==> src/logic/hsc_pkg.sv <==
// Constants, codes and timing for the high-side switch control block
package hsc_pkg;
	// ----------------------------------------
	// Register addresses
	// ----------------------------------------
	localparam logic [6:0] ADDR_SHUTDOWN = 7'h10;
	localparam logic [6:0] ADDR_SELECT_12 = 7'h14;
	localparam logic [6:0] ADDR_SELECT_34 = 7'h15;
	localparam logic [6:0] ADDR_GPIN = 7'h17;
	localparam logic [6:0] ADDR_PWM_ONE = 7'h18;
	// ----------------------------------------
	// Field positions and reset values
	// ----------------------------------------
	localparam int OV_DISABLE_BIT = 6;
	localparam int UV_DISABLE_BIT = 5;
	localparam int RECOVERY_BIT = 4;
	localparam int SEL_LOW_LSB = 0;
	localparam int SEL_HIGH_LSB = 4;
	localparam int GPIN_ONE_LSB = 0;
	localparam int GPIN_TWO_LSB = 3;
	localparam int FO_DUTY_LSB = 6;
	localparam logic [7:0] RESET_BYTE = 8'h00;
	localparam logic [7:0] DUTY_FULL = 8'hff;
	// ----------------------------------------
	// Source and pin function codes
	// ----------------------------------------
	typedef enum logic [2:0] {
		HSC_SRC_OFF = 3'h0,
		HSC_SRC_ON = 3'h1,
		HSC_SRC_TIMER_ONE = 3'h2,
		HSC_SRC_TIMER_TWO = 3'h3,
		HSC_SRC_PWM_ONE = 3'h4,
		HSC_SRC_PWM_TWO = 3'h5
	} hsc_src_e;
	localparam logic [2:0] GPIN_OFF = 3'h4;
	localparam logic [2:0] GPIN_WAKE = 3'h5;
	localparam logic [2:0] GPIN_LOW_SIDE = 3'h6;
	localparam logic [2:0] GPIN_HIGH_SIDE = 3'h7;
	// ----------------------------------------
	// Timing
	// ----------------------------------------
	localparam int CLK_MHZ = 100;
	localparam int WAKE_FILTER_US = 16;
	localparam int WAKE_FILTER_CYC = WAKE_FILTER_US * CLK_MHZ;
	localparam int PWM_STEPS = 255;
	localparam int PWM_SLOW_PERIOD_US = 5000;
	localparam int PWM_FAST_PERIOD_US = 2500;
	localparam int PWM_SLOW_SLOT_CYC = PWM_SLOW_PERIOD_US * CLK_MHZ / PWM_STEPS;
	localparam int PWM_FAST_SLOT_CYC = PWM_FAST_PERIOD_US * CLK_MHZ / PWM_STEPS;
	localparam int FO_STEPS = 40;
	localparam logic [5:0] FO_ON_20 = 6'h08;
	localparam logic [5:0] FO_ON_10 = 6'h04;
	localparam logic [5:0] FO_ON_5 = 6'h02;
	localparam logic [5:0] FO_ON_2P5 = 6'h01;
endpackage

==> src/logic/hsc_switch_control.sv <==
// High-side switch and general pin control register bank
`timescale 1ns/1ps
module hsc_switch_control #(
	parameter int NUM_SWITCH = 4,
	parameter int WAKE_FILTER_CYC = hsc_pkg::WAKE_FILTER_CYC,
	parameter int PWM_SLOW_SLOT_CYC = hsc_pkg::PWM_SLOW_SLOT_CYC,
	parameter int PWM_FAST_SLOT_CYC = hsc_pkg::PWM_FAST_SLOT_CYC,
	parameter int FO_SLOT_CYC = 100
) (
	// Clock, reset, enable
	input wire logic i_ref_clk,
	input wire logic i_srst,
	input wire logic i_ce,
	// Register access from the serial frame decoder
	input wire logic i_wr_en,
	input wire logic [6:0] i_addr,
	input wire logic [7:0] i_wr_data,
	output logic [7:0] o_rd_data,
	// Supply and switch fault pins
	input wire logic i_supply_ov,
	input wire logic i_supply_uv,
	input wire logic [3:0] i_switch_fault,
	// Sources from on-chip logic
	input wire logic i_timer_one_level,
	input wire logic i_timer_two_level,
	input wire logic i_pwm_two_level,
	input wire logic i_pwm_one_frequency_select,
	input wire logic i_fault_output_two,
	input wire logic i_fault_output_three,
	// General pin inputs
	input wire logic [1:0] i_gpin_level,
	// Switch and pin drive
	output logic [3:0] o_switch_on,
	output logic [1:0] o_gpin_low_side_on,
	output logic [1:0] o_gpin_high_side_on,
	output logic [1:0] o_gpin_fault_out,
	output logic [1:0] o_gpin_wake
);
	// ----------------------------------------
	// Elaboration checks
	// ----------------------------------------
	if (NUM_SWITCH != 4) $error("hsc_switch_control: register map serves four switches");
	if (WAKE_FILTER_CYC < 1 || WAKE_FILTER_CYC > 2047) $error("hsc: wake filter range");
	if (PWM_SLOW_SLOT_CYC < 1 || PWM_SLOW_SLOT_CYC > 2047) $error("hsc: pwm slot range");
	if (PWM_FAST_SLOT_CYC < 1 || PWM_FAST_SLOT_CYC > 2047) $error("hsc: pwm slot range");
	if (FO_SLOT_CYC < 1 || FO_SLOT_CYC > 2047) $error("hsc: fault slot range");

	localparam logic [10:0] WAKE_LAST = 11'(WAKE_FILTER_CYC - 1);
	localparam logic [10:0] PWM_SLOW_LAST = 11'(PWM_SLOW_SLOT_CYC - 1);
	localparam logic [10:0] PWM_FAST_LAST = 11'(PWM_FAST_SLOT_CYC - 1);
	localparam logic [10:0] FO_LAST = 11'(FO_SLOT_CYC - 1);
	localparam logic [7:0] PWM_STEP_LAST = 8'(hsc_pkg::PWM_STEPS - 1);
	localparam logic [5:0] FO_STEP_LAST = 6'(hsc_pkg::FO_STEPS - 1);

	// ----------------------------------------
	// State
	// ----------------------------------------
	typedef struct packed {
		logic ov_disable;
		logic uv_disable;
		logic recovery;
		logic [3:0][2:0] sel;
		logic [7:0] gpin;
		logic [7:0] pwm_duty;
		logic [1:0] ov_sync;
		logic [1:0] uv_sync;
		logic [3:0] flt_meta;
		logic [3:0] flt_sync;
		logic [1:0] pin_meta;
		logic [1:0] pin_sync;
		logic [1:0][10:0] wake_cnt;
		logic [1:0] wake;
		logic [10:0] pwm_slot;
		logic [7:0] pwm_step;
		logic [10:0] fo_slot;
		logic [5:0] fo_step;
		logic [3:0] switch_on;
		logic [1:0] ls_on;
		logic [1:0] hs_on;
		logic [1:0] fault_out;
		logic [7:0] rd_data;
	} hsc_state_s;

	hsc_state_s state_r;
	hsc_state_s state_nxt;

	logic ov_active;
	logic uv_active;
	logic supply_shut;
	logic pwm_one_level;
	logic fo_three_level;
	logic src_level;
	logic [10:0] pwm_last;
	logic [5:0] fo_on;
	logic [2:0] pin_sel;

	// ----------------------------------------
	// Next state
	// ----------------------------------------
	always_comb
	begin
		state_nxt = state_r;
		src_level = 1'b0;
		pin_sel = hsc_pkg::GPIN_OFF;

		// Pins from outside pass two flops first
		state_nxt.ov_sync = {state_r.ov_sync[0], i_supply_ov};
		state_nxt.uv_sync = {state_r.uv_sync[0], i_supply_uv};
		state_nxt.flt_meta = i_switch_fault;
		state_nxt.flt_sync = state_r.flt_meta;
		state_nxt.pin_meta = i_gpin_level;
		state_nxt.pin_sync = state_r.pin_meta;

		ov_active = state_r.ov_sync[1] & ~state_r.ov_disable;
		uv_active = state_r.uv_sync[1] & ~state_r.uv_disable;
		supply_shut = ov_active | uv_active;

		// Register writes
		if (i_wr_en)
		begin
			if (i_addr == hsc_pkg::ADDR_SHUTDOWN)
			begin
				state_nxt.ov_disable = i_wr_data[hsc_pkg::OV_DISABLE_BIT];
				state_nxt.uv_disable = i_wr_data[hsc_pkg::UV_DISABLE_BIT];
				state_nxt.recovery = i_wr_data[hsc_pkg::RECOVERY_BIT];
			end
			else if (i_addr == hsc_pkg::ADDR_SELECT_12)
			begin
				state_nxt.sel[0] = i_wr_data[hsc_pkg::SEL_LOW_LSB +: 3];
				state_nxt.sel[1] = i_wr_data[hsc_pkg::SEL_HIGH_LSB +: 3];
			end
			else if (i_addr == hsc_pkg::ADDR_SELECT_34)
			begin
				state_nxt.sel[2] = i_wr_data[hsc_pkg::SEL_LOW_LSB +: 3];
				state_nxt.sel[3] = i_wr_data[hsc_pkg::SEL_HIGH_LSB +: 3];
			end
			else if (i_addr == hsc_pkg::ADDR_GPIN)
			begin
				state_nxt.gpin = i_wr_data;
			end
			else if (i_addr == hsc_pkg::ADDR_PWM_ONE)
			begin
				state_nxt.pwm_duty = i_wr_data;
			end
		end

		// Hardware clears beat a same-cycle software write
		for (int i = 0; i < 4; i++)
		begin
			if (state_r.flt_sync[i])
			begin
				state_nxt.sel[i] = hsc_src_off();
			end
			if (supply_shut && !state_r.recovery)
			begin
				state_nxt.sel[i] = hsc_src_off();
			end
		end

		// PWM one: 255 slots per period, slot length from frequency select
		pwm_last = i_pwm_one_frequency_select ? PWM_FAST_LAST : PWM_SLOW_LAST;
		if (state_r.pwm_slot >= pwm_last)
		begin
			state_nxt.pwm_slot = 11'h000;
			state_nxt.pwm_step = (state_r.pwm_step >= PWM_STEP_LAST) ? 8'h00 :
				state_r.pwm_step + 8'h01;
		end
		else
		begin
			state_nxt.pwm_slot = state_r.pwm_slot + 11'h001;
		end
		// Step below duty is on; 255 never leaves step range, so fully on
		pwm_one_level = (state_r.pwm_duty == hsc_pkg::DUTY_FULL) ||
			(state_r.pwm_step < state_r.pwm_duty);

		// Fault output three duty pattern over 40 slots
		case (state_r.gpin[hsc_pkg::FO_DUTY_LSB +: 2])
			2'h0: fo_on = hsc_pkg::FO_ON_20;
			2'h1: fo_on = hsc_pkg::FO_ON_10;
			2'h2: fo_on = hsc_pkg::FO_ON_5;
			default: fo_on = hsc_pkg::FO_ON_2P5;
		endcase
		if (state_r.fo_slot >= FO_LAST)
		begin
			state_nxt.fo_slot = 11'h000;
			state_nxt.fo_step = (state_r.fo_step >= FO_STEP_LAST) ? 6'h00 :
				state_r.fo_step + 6'h01;
		end
		else
		begin
			state_nxt.fo_slot = state_r.fo_slot + 11'h001;
		end
		fo_three_level = i_fault_output_three && (state_r.fo_step < fo_on);

		// Switch drive
		for (int i = 0; i < 4; i++)
		begin
			case (state_r.sel[i])
				hsc_pkg::HSC_SRC_OFF: src_level = 1'b0;
				hsc_pkg::HSC_SRC_ON: src_level = 1'b1;
				hsc_pkg::HSC_SRC_TIMER_ONE: src_level = i_timer_one_level;
				hsc_pkg::HSC_SRC_TIMER_TWO: src_level = i_timer_two_level;
				hsc_pkg::HSC_SRC_PWM_ONE: src_level = pwm_one_level;
				hsc_pkg::HSC_SRC_PWM_TWO: src_level = i_pwm_two_level;
				default: src_level = 1'b0;
			endcase
			// Selectors kept through a supply shutdown under recovery, so the output returns on its own
			state_nxt.switch_on[i] = src_level & ~supply_shut & ~state_r.flt_sync[i];
		end

		// General pins
		for (int p = 0; p < 2; p++)
		begin
			pin_sel = (p == 0) ? state_r.gpin[hsc_pkg::GPIN_ONE_LSB +: 3] :
				state_r.gpin[hsc_pkg::GPIN_TWO_LSB +: 3];
			state_nxt.ls_on[p] = (pin_sel == hsc_pkg::GPIN_LOW_SIDE);
			state_nxt.hs_on[p] = (pin_sel == hsc_pkg::GPIN_HIGH_SIDE);
			if (!pin_sel[2])
			begin
				state_nxt.fault_out[p] = (p == 0) ? i_fault_output_two : fo_three_level;
			end
			else
			begin
				state_nxt.fault_out[p] = 1'b0;
			end
			// Static filter: a new level must hold for the whole filter time
			if (pin_sel != hsc_pkg::GPIN_WAKE || state_r.pin_sync[p] == state_r.wake[p])
			begin
				state_nxt.wake_cnt[p] = 11'h000;
				if (pin_sel != hsc_pkg::GPIN_WAKE)
				begin
					state_nxt.wake[p] = 1'b0;
				end
			end
			else if (state_r.wake_cnt[p] >= WAKE_LAST)
			begin
				state_nxt.wake_cnt[p] = 11'h000;
				state_nxt.wake[p] = state_r.pin_sync[p];
			end
			else
			begin
				state_nxt.wake_cnt[p] = state_r.wake_cnt[p] + 11'h001;
			end
		end

		// Read data, one cycle behind the address
		if (i_addr == hsc_pkg::ADDR_SHUTDOWN)
		begin
			state_nxt.rd_data = 8'h00;
			state_nxt.rd_data[hsc_pkg::OV_DISABLE_BIT] = state_r.ov_disable;
			state_nxt.rd_data[hsc_pkg::UV_DISABLE_BIT] = state_r.uv_disable;
			state_nxt.rd_data[hsc_pkg::RECOVERY_BIT] = state_r.recovery;
		end
		else if (i_addr == hsc_pkg::ADDR_SELECT_12)
		begin
			state_nxt.rd_data = {1'b0, state_r.sel[1], 1'b0, state_r.sel[0]};
		end
		else if (i_addr == hsc_pkg::ADDR_SELECT_34)
		begin
			state_nxt.rd_data = {1'b0, state_r.sel[3], 1'b0, state_r.sel[2]};
		end
		else if (i_addr == hsc_pkg::ADDR_GPIN)
		begin
			state_nxt.rd_data = state_r.gpin;
		end
		else if (i_addr == hsc_pkg::ADDR_PWM_ONE)
		begin
			state_nxt.rd_data = state_r.pwm_duty;
		end
		else
		begin
			state_nxt.rd_data = 8'h00;
		end
	end

	function automatic logic [2:0] hsc_src_off();
		return hsc_pkg::HSC_SRC_OFF;
	endfunction

	// ----------------------------------------
	// Registers
	// ----------------------------------------
	always_ff @(posedge i_ref_clk)
	begin
		if (i_srst)
		begin
			state_r <= '0;
			state_r.gpin <= hsc_pkg::RESET_BYTE;
			state_r.pwm_duty <= hsc_pkg::RESET_BYTE;
		end
		else if (i_ce)
		begin
			state_r <= state_nxt;
		end
	end

	// ----------------------------------------
	// Outputs
	// ----------------------------------------
	assign o_rd_data = state_r.rd_data;
	assign o_switch_on = state_r.switch_on;
	assign o_gpin_low_side_on = state_r.ls_on;
	assign o_gpin_high_side_on = state_r.hs_on;
	assign o_gpin_fault_out = state_r.fault_out;
	assign o_gpin_wake = state_r.wake;
endmodule // hsc_switch_control

==> config.mk <==
export PLATFORM = sky130hd
export DESIGN_NAME = hsc_switch_control
export DESIGN_NICKNAME = d
export VERILOG_FILES = /design/src/logic/hsc_pkg.sv /design/src/logic/hsc_switch_control.sv
export SDC_FILE = /design/constraint.sdc
export NUM_CORES = 1
export LEC_CHECK = 0
export ABC_AREA = 1
export CELL_PAD_IN_SITES_DETAIL_PLACEMENT = 0
export CELL_PAD_IN_SITES_GLOBAL_PLACEMENT = 1
export CORE_MARGIN = 5
export CORE_UTILIZATION = 42
export CTS_BUF_LIST = sky130_fd_sc_hd__clkbuf_4 sky130_fd_sc_hd__clkbuf_8 sky130_fd_sc_hd__clkbuf_16
export DETAILED_ROUTE_END_ITERATION = 10
export DONT_BUFFER_PORTS = 1
export HOLD_SLACK_MARGIN = 0.06
export PLACE_DENSITY_LB_ADDON = 0.1
export SLEW_MARGIN = 20
export SYNTH_ARGS = -nofsm -noshare
export SYNTH_HDL_FRONTEND = slang
export SYNTH_SLANG_ARGS = --single-unit
export TNS_END_PERCENT = 10
==> constraint.sdc <==
create_clock -name i_ref_clk -period 1.7 [get_ports i_ref_clk]
set_clock_uncertainty 0.2 [all_clocks]
set_input_delay 0.17 -clock i_ref_clk [delete_from_list [all_inputs] [get_ports i_ref_clk]]
set_output_delay 0.17 -clock i_ref_clk [all_outputs]
set_load 0.005 [all_outputs]
### Word level (Yosys, flattened, before mapping)

Index checks and enable logic that the tools add are counted.
W data, S select, Z words.

| word-level totals | value |
|---|---|
| register bits after elaboration | 125 |
| output and inout bits | 20 |

| operators by class | value |
|---|---|
| add/subtract/negate cells | 6 |
| order comparisons | 8 |
| equality and inequality tests | 44 |
| multiplexer cells | 45 |
| bitwise operators | 22 |
| reductions and logical operators | 28 |

Operators with widths:

| operator | count |
|---|---|
| $mux W11 | 7 |
| $mux W8 | 9 |
| $mux W28 | 2 |
| $add A11 B1 Y11 const B | 4 |
| $eq A3 B3 Y1 const B | 12 |
| $eq A7 B5 Y1 const B | 5 |
| $mux W16 | 2 |
| $eq A3 B2 Y1 const B | 8 |
| $mux W3 | 8 |
| $mux W6 | 4 |
| $ne A3 B3 Y1 const B | 8 |
| $reduce_bool A3 Y1 | 8 |
| $ge A11 B11 Y1 const B | 2 |
| $pmux W1 S5 | 4 |
| $eq A3 B1 Y1 const B | 4 |
| $pmux W4 S3 | 1 |
| $ge A11 B11 Y1 | 1 |
| $ge A11 B7 Y1 const B | 1 |
| $not A1 Y1 | 11 |
| $and A1 B1 Y1 | 10 |
| $reduce_and A5 Y1 | 2 |
| $reduce_and A3 Y1 | 3 |
| $add A8 B1 Y8 const B | 1 |
| $eq A8 B8 Y1 const B | 1 |
| 20 further kinds | 35 |

### Depth between registers and ports, before layout

Gate-level depths: netlist of the first run.

| depth | value |
|---|---|
| word-level depth | 9 |
| mapped depth | 13 |

### Least setup slack after synthesis of the first run

Ideal clock, no wire load.

| timing path | value |
|---|---|
| kind | flip-flop to flip-flop |
| start | register state_r[49] (netlist name) |
| end | register state_r[51] (netlist name) |
| library setup time | 0.120 ns |
| arrival time | 1.544 ns |
| required time | 1.380 ns |
| slack | -0.164 ns |
| cell stages (with the launch flop) | 12 |
| clock period less this slack | 1.864 ns |
| cell sequence | dfxtp_1 > ha_1 > nand2_1 > nor2_1 > nand2_1 > nand2_1 > nand2_1 > nand3b_2 > nand2_2 > nand2_1 > buf_2 > nor2_1 |

| between the ends | value |
|---|---|
| longest elaborated chain between the ends | 2 |
| elaborated cells on any way between the ends | 3 |
| those cells by class | 1 x add/sub; 1 x order compare; 1 x mux |

RTL lines:

| what | line | text |
|---|---|---|
| start: declaration | hsc_switch_control.sv:84 | `hsc_state_s state_r;` |
| start signal: assignment | hsc_switch_control.sv:293 | `state_r <= state_nxt;` |
| $add A11 B1 Y11 / $ge A11 B11 Y1 (equally long branches) | hsc_switch_control.sv:170, hsc_switch_control.sv:162 |  |
| $mux W11 * | hsc_switch_control.sv:162 | `if (state_r.pwm_slot >= pwm_last)` |

Every way passes the cells marked *; elsewhere a longest branch is shown, timed or not.
A chain may end at the register's enable or synchronous reset.

### Worst setup path in the final report of the first run

| timing path | value |
|---|---|
| start | register state_r[49] (netlist name) |
| end | register state_r[36] (netlist name) |

| between the ends | value |
|---|---|
| longest elaborated chain between the ends | 2 |

RTL lines:

| what | line |
|---|---|
| $ge A11 B11 Y1 | hsc_switch_control.sv:162 |
| $reduce_and A2 Y1 (no source line) | -- |

No other way between the ends.

==> results.json, run 1 <==
{
  "io_buffers": 0,
  "post_drt_wl_per_cell_um": 14.68,
  "critPathRequiredTime_ps": 1800,
  "antenna_found_initial": 0,
  "worst-r2r-setup-slack_ps": -80,
  "tritoncts.num_buffers": 17,
  "synth.cells.most_frequent": "nand2_1, dfxtp_1, nor2_1",
  "critical_path_fanout_max": 4,
  "p_leak_uw": 0.003276,
  "first_global_vias": 5987,
  "post-synth-top-area-fraction_pct": 39.97,
  "critPathTopFamily": "simple AND/OR/NAND/NOR gates",
  "synth_enable_flop_cells": 0,
  "time_the_worst_path_needs_with_i_o_delays_and_setup_ps": 1783,
  "seqCellArea_mm2": 0.002525,
  "worstSetupEndpointType": "flop",
  "drt-pass1-iter-count": 5,
  "power_density_mw_per_mm2": 827.0,
  "num_vias": 6080,
  "p_total_uw": 6955,
  "synth_seq_cells": 125,
  "timing.max_slew.rel_slack_pct": 72.77,
  "timing.critical_path.mode_cell": "nand2_4",
  "fin_crit_sh_pct": 104.9,
  "synth_area_per_cell_um2": 7.188,
  "timing_worst_setup_path_type": "flop to flop",
  "post_route_design_area_mm2": 0.008411,
  "max_freq_ghz": 0.5609,
  "post-dp-hpwl_um": 11880,
  "avgViaCountPerCell": 5.170,
  "worstHoldPathType": "input port to flop",
  "cp-start-kind": "flop",
  "hold_slack_ps": -337.6,
  "design.portCount": 53,
  "worstPathBufferInverterCount": 1,
  "drcViolationCount": 0,
  "syn-cell-area_mm2": 0.006261,
  "post_route_cells_drive_above_1_share_pct": 22.38,
  "initial_core_utilization_pct": 42.92,
  "cts_sinks": 125,
  "placement_rows": 44,
  "grt_pass1_wl_um": 28230,
  "yosys_warnings": 0,
  "synthArstFlopShare_pct": 0,
  "global_route.usage.total_pct": 19.64,
  "failed_checks": "hold timing, setup timing",
  "cts-root-buf": "clkbuf_16",
  "report.final.slew_viol_count": 0,
  "ys.flop_type": "dfxtp_1",
  "critPathArrivalTime_ps": 1890,
  "max_cap_violations": 0,
  "post-synth-top-area-cell": "dfxtp_1",
  "multi_input_gate_area_mm2": 0.003498,
  "synth.top_cells.by_area": "dfxtp_1, nand2_1, a21oi_1",
  "worst_ir_drop_vdd_mv": 0.6071,
  "max_slew.worst_pin.slew_ps": 408.4,
  "finalNetCount": 1035,
  "sum_neg_setup_slack_ps": -273.0,
  "synth_nets": 926,
  "gr-total-overflow": 0,
  "placeableCoreArea_mm2": 0.01459,
  "fp.dieW_um": 132.1,
  "die_area_mm2": 0.01745,
  "syn_inst": 871,
  "area_growth_syn_to_layout_pct": 34.33,
  "crit_path_max_incr_delay_ps": 350,
  "final_hold_viol_count": 74,
  "drt-total-wl_um": 17260,
  "rsz0062_at_grt": "true",
  "worst_setup_hold_path_clk_slew_ps": 50,
  "die_h_um": 132.1,
  "final-setup-viol-count": 12,
  "initialDrtViolationCount": 366,
  "postCtsSetupBuffers": 0,
  "setup_ws_ps": -82.88,
  "cts_max_path_buffers": 2,
  "grt_start_max_net_pins": 66,
  "htree_depth": 4,
  "antenna_cells_inserted": 0,
  "finalWeightedCongestion": 0.8445,
  "final_antenna_net_count": 0,
  "yosysUniqueCellTypes": 37,
  "fillers": 1334,
  "dpl-instance-area_mm2": 0.006824,
  "insertion_delay_ps": 420,
  "synth.yosys.seq_area_share_pct": 39.97,
  "tritoncts": "yes",
  "status": "complete, but fails checks",
  "synth_most_common_cell": "nand2_1",
  "critical-path-slowest-cell": "dfxtp_4",
  "cp_cell_sequence": "ha_4 -> nand2_4 -> nor3_2 -> nand3_1 -> nand3b_4 -> nand2_4 -> clkbuf_16 -> o21ai_2 -> nor2_1"
}
-- metal layers --
layer  GRT usage, %  routed length, um
met1          25.39               8062
met2          31.61               7983
met3          4.962                834
met4          7.429                384
met5              0                  0
-- cell type report --
type / instances / area share, %
Clock buffer: 23 / 5.742
Inverter: 89 / 3.972
Timing Repair Buffer: 138 / 15.13
Tap cell: 184 / 2.737
Multi-Input combinational cell: 609 / 41.59
Clock inverter: 8 / 0.8033
Sequential cell: 125 / 30.02
-- placed cells by master (no fill, tap or decap), types with 6 or more instances in the layout --
cell             n
nand2_1        133
dfxtp_1        109
nor2_1         102
inv_1           79
a21oi_1         78
buf_4           67
dlygate4sd3_1   64
o21ai_0         52
nand3_1         44
nor3_1          24
a21oi_2         19
xor2_1          19
clkbuf_16       18
dfxtp_2         15
o21ai_1         13
nor3_2          12
nand2_2         12
nor2_2          11
nand4_1         11
ha_1            11
inv_2            9
ha_4             8
nand2_4          6
o22ai_1          6
or2_2            6
clkinv_2         6
-- final timing paths --
path | startpoint | to | depth (start not counted)
setup / recovery | state_r[49]$_SDFFE_PP0P_ | state_r[36]$_SDFFE_PP0P_ | 9
hold / removal | i_ce | o_switch_on[3]$_SDFFE_PP0P_ | 1
setup reg to reg | state_r[49]$_SDFFE_PP0P_ | state_r[36]$_SDFFE_PP0P_ | 9
hold reg to reg | state_r[56]$_SDFFE_PP0P_ | state_r[56]$_SDFFE_PP0P_ | 2
-- worst register-to-register path, cell delays in order, from the launching register on --
cell	delay (ps)
dfxtp_4	350
ha_4	270
nand2_4	50
nor3_2	140
nand3_1	140
nand3b_4	120
nand2_4	80
clkbuf_16	170
o21ai_2	100
nor2_1	50
-- through the flow --
| stage | hold WS [ps] | worst slack, ps | cells | utilization, % |
|---|---|---|---|---|
| global placement | 43.53 | -58.97 | 1078 | 46.78 |
| finish | -337.6 | -82.88 | 1176 | 57.65 |
| detailed placement | 46.19 | -103.3 | 1078 | 46.78 |
| floorplan | 104.9 | -12.80 | 871 | - |
| CTS | -396.8 | -33.30 | 1171 | 55.22 |
| global route | -369.0 | -147.4 | 1176 | 57.65 |
-- flip-flops by register name, summed over array words and instances (netlist names) --
| name | count |
|---|---|
| state_nxt | 8 |
| o_gpin_low_side_on | 2 |
| o_gpin_wake | 2 |
| state_r | 94 |
| o_gpin_fault_out | 2 |
| o_gpin_high_side_on | 2 |
| o_rd_data | 8 |
| pin_sel | 3 |
| o_switch_on | 4 |
-- logic make-up (layout without fill, tap and decap cells) --
family	count (synthesis)	in the layout	share of synthesized area (%)
buffers and inverters	137	258	9.772
AO/OA/AOI/OAI	182	182	15.73
XOR/XNOR	25	25	3.497
AND/OR/NAND/NOR	380	380	26.64
adder cells (fa/ha/maj)	22	22	4.396
flip-flops	125	125	39.97
-- where the power goes --
part	leakage (uW)	internal [uW]	switching (uW)
Combinational	0.00197	245	276
Sequential	0.00102	3000	44.4
Clock	0.000280	2120	1270
Total	0.00328	5360	1590
-- repair_timing --
item	4_1_cts	5_1_grt
endpoints found under the setup margin	38	88
endpoints found under the hold margin	125	77
hold buffers	62	4
gates resized for setup	17	75
gates cloned	0	1
pin swaps	5	18
Power figures use the tool's default switching activity.
==> run 2: changes to the inputs <==
- SETUP_SLACK_MARGIN: not set -> 0.5
==> results.json, run 2 (synthesis gave the netlist of run 1 again) <==
{
  "timing.max_slew.rel_slack_pct": 67.81,
  "tritoncts": "yes",
  "finalNetCount": 987,
  "grt_start_max_net_pins": 66,
  "drcViolationCount": 0,
  "power_density_mw_per_mm2": 851.8,
  "rsz0062_at_grt": "true",
  "crit_path_max_incr_delay_ps": 350,
  "final_antenna_net_count": 0,
  "initial_core_utilization_pct": 42.92,
  "p_total_uw": 6911,
  "critPathTopFamily": "simple AND/OR/NAND/NOR gates",
  "first_global_vias": 5453,
  "design.portCount": 53,
  "final_hold_viol_count": 103,
  "io_buffers": 0,
  "most-common-layout-cells": "nand2_1, nor2_1, dfxtp_1",
  "timing.critical_path.mode_cell": "nand2_4",
  "hold_bufs_inserted_after_cts": 17,
  "drt-total-wl_um": 16630,
  "placement_rows": 44,
  "max_cap_violations": 0,
  "multi_input_gate_area_mm2": 0.003715,
  "max_freq_ghz": 0.5923,
  "antenna_found_initial": 0,
  "placeableCoreArea_mm2": 0.01459,
  "avgViaCountPerCell": 5.117,
  "post_drt_wl_per_cell_um": 14.76,
  "fin_crit_sh_pct": 99.31,
  "finalWeightedCongestion": 0.8832,
  "placed_cells_incl_taps": 1075,
  "final-setup-viol-count": 0,
  "number_of_non_filler_instances_in_the_completed_layout": 1127,
  "tritoncts.num_buffers": 17,
  "post_route_cells_drive_above_1_share_pct": 27.78,
  "time_the_worst_path_needs_with_i_o_delays_and_setup_ps": 1688,
  "seqCellArea_mm2": 0.002541,
  "largest_register": "state_r",
  "worst_setup_hold_path_clk_slew_ps": 60,
  "report.final.slew_viol_count": 0,
  "area_growth_syn_to_layout_pct": 29.60,
  "global_route.usage.total_pct": 18.93,
  "worstPathBufferInverterCount": 1,
  "failed_checks": "hold timing",
  "cts_sinks": 125,
  "critical_path_fanout_max": 5,
  "worstSetupEndpointType": "flop",
  "cp-start-kind": "flop",
  "die_area_mm2": 0.01745,
  "max_slew.worst_pin.slew_ps": 482.8,
  "grt_pass1_wl_um": 27010,
  "fp.dieW_um": 132.1,
  "htree_depth": 4,
  "cts-root-buf": "clkbuf_16",
  "cts_max_path_buffers": 2,
  "critPathArrivalTime_ps": 1850,
  "worstHoldPathType": "input port to flop",
  "p_leak_uw": 0.003082,
  "gr-total-overflow": 0,
  "drt-pass1-iter-count": 4,
  "antenna_cells_inserted": 0,
  "critPathRequiredTime_ps": 1860,
  "most_common_cell_after_layout_fill_and_taps_aside": "nand2_1",
  "hold_slack_ps": -387.4,
  "insertion_delay_ps": 420,
  "timing_worst_setup_path_type": "flop to flop",
  "num_vias": 5767,
  "worst_ir_drop_vdd_mv": 0.6977,
  "critical-path-slowest-cell": "dfxtp_4",
  "status": "complete, but fails checks",
  "cp_cell_sequence": "ha_4 -> nand2_4 -> nor3_4 -> nand3_2 -> nand3b_4 -> nand2_4 -> buf_6 -> nand2_2 -> o21ai_2 -> nor2_1",
  "die_h_um": 132.1,
  "post-dp-hpwl_um": 11810,
  "largest_register_ff_count": 94,
  "initialDrtViolationCount": 349,
  "fillers": 1361
}
run 2: changes by cell type in the layout (fill, tap and decap cells not counted), sizes merged:
cell | before | now
dlygate4sd3 | 64 | 17
dlymetal6s4s | 1 | 0
inv | 88 | 89
clkbuf | 24 | 22
clkinvlp | 1 | 0
nand2 | 151 | 152
run 2: per-stage QoR:
stage	instance area (um2)	utilization (%)	setup TNS (ps)	hold WS, ps	setup WS [ps]
final	8114	55.62	0	-387.4	11.68
after global routing	8114	55.62	-2264	-410.2	-131.1
after CTS	7675	52.61	0	-401.6	3.127
after detailed placement	6789	46.54	-1319	45.52	-72.76
after global placement	6789	46.54	-350.2	42.71	-31.98
after floorplan	6320	-	-48.89	104.9	-10.65
run 2: area by class of cell:
type | count | area share (%)
clock buffer | 22 | 5.937
clock inverter | 8 | 0.8173
inverter | 89 | 4.117
multi-input combinational | 610 | 45.78
sequential | 125 | 31.32
tap | 184 | 2.837
timing repair buffer | 89 | 9.190
run 2: path summary, 6_finish.rpt:
path                            startpoint                  endpoint  slack (ps)  depth (start not counted)
hold reg to reg   state_r[34]$_SDFFE_PP0P_  state_r[34]$_SDFFE_PP0P_         240                          2
setup / recovery  state_r[49]$_SDFFE_PP0P_  state_r[36]$_SDFFE_PP0P_          10                         10
hold / removal                      i_srst  state_r[39]$_SDFFE_PP0P_        -390                          1
setup reg to reg  state_r[49]$_SDFFE_PP0P_  state_r[36]$_SDFFE_PP0P_          10                         10
run 2: power breakdown:
part,switching [uW],leakage (uW),internal [uW]
Combinational,266,0.00177,188
Clock,1290,0.000282,2120
Sequential,50.4,0.00103,2990
Total,1610,0.00308,5300
run 2: what timing repair did:
item	4_1_cts	5_1_grt
hold endpoints to repair	123	107
gates resized for setup	38	112
setup buffers	1	3
cloned	1	0
endpoints found under the setup margin	83	101
pin swaps	15	44
run 2: worst reg2reg max path: cells and delay by family (launching register included):
kind / cells / cell delay (ps)
simple gates: 7 / 630
flops: 1 / 350
fa+ha+maj: 1 / 270
buf+inv: 1 / 140
compound gates: 1 / 50
run 2: layer usage:
| metal | wire [um] | track usage [%] | vias up |
|---|---|---|---|
| met5 | 0 | 0 | - |
| met4 | 229 | 5.486 | 0 |
| met3 | 772 | 5.802 | 18 |
| met2 | 7746 | 29.34 | 78 |
| met1 | 7886 | 25.47 | 2679 |
| li1 | - | - | 2992 |
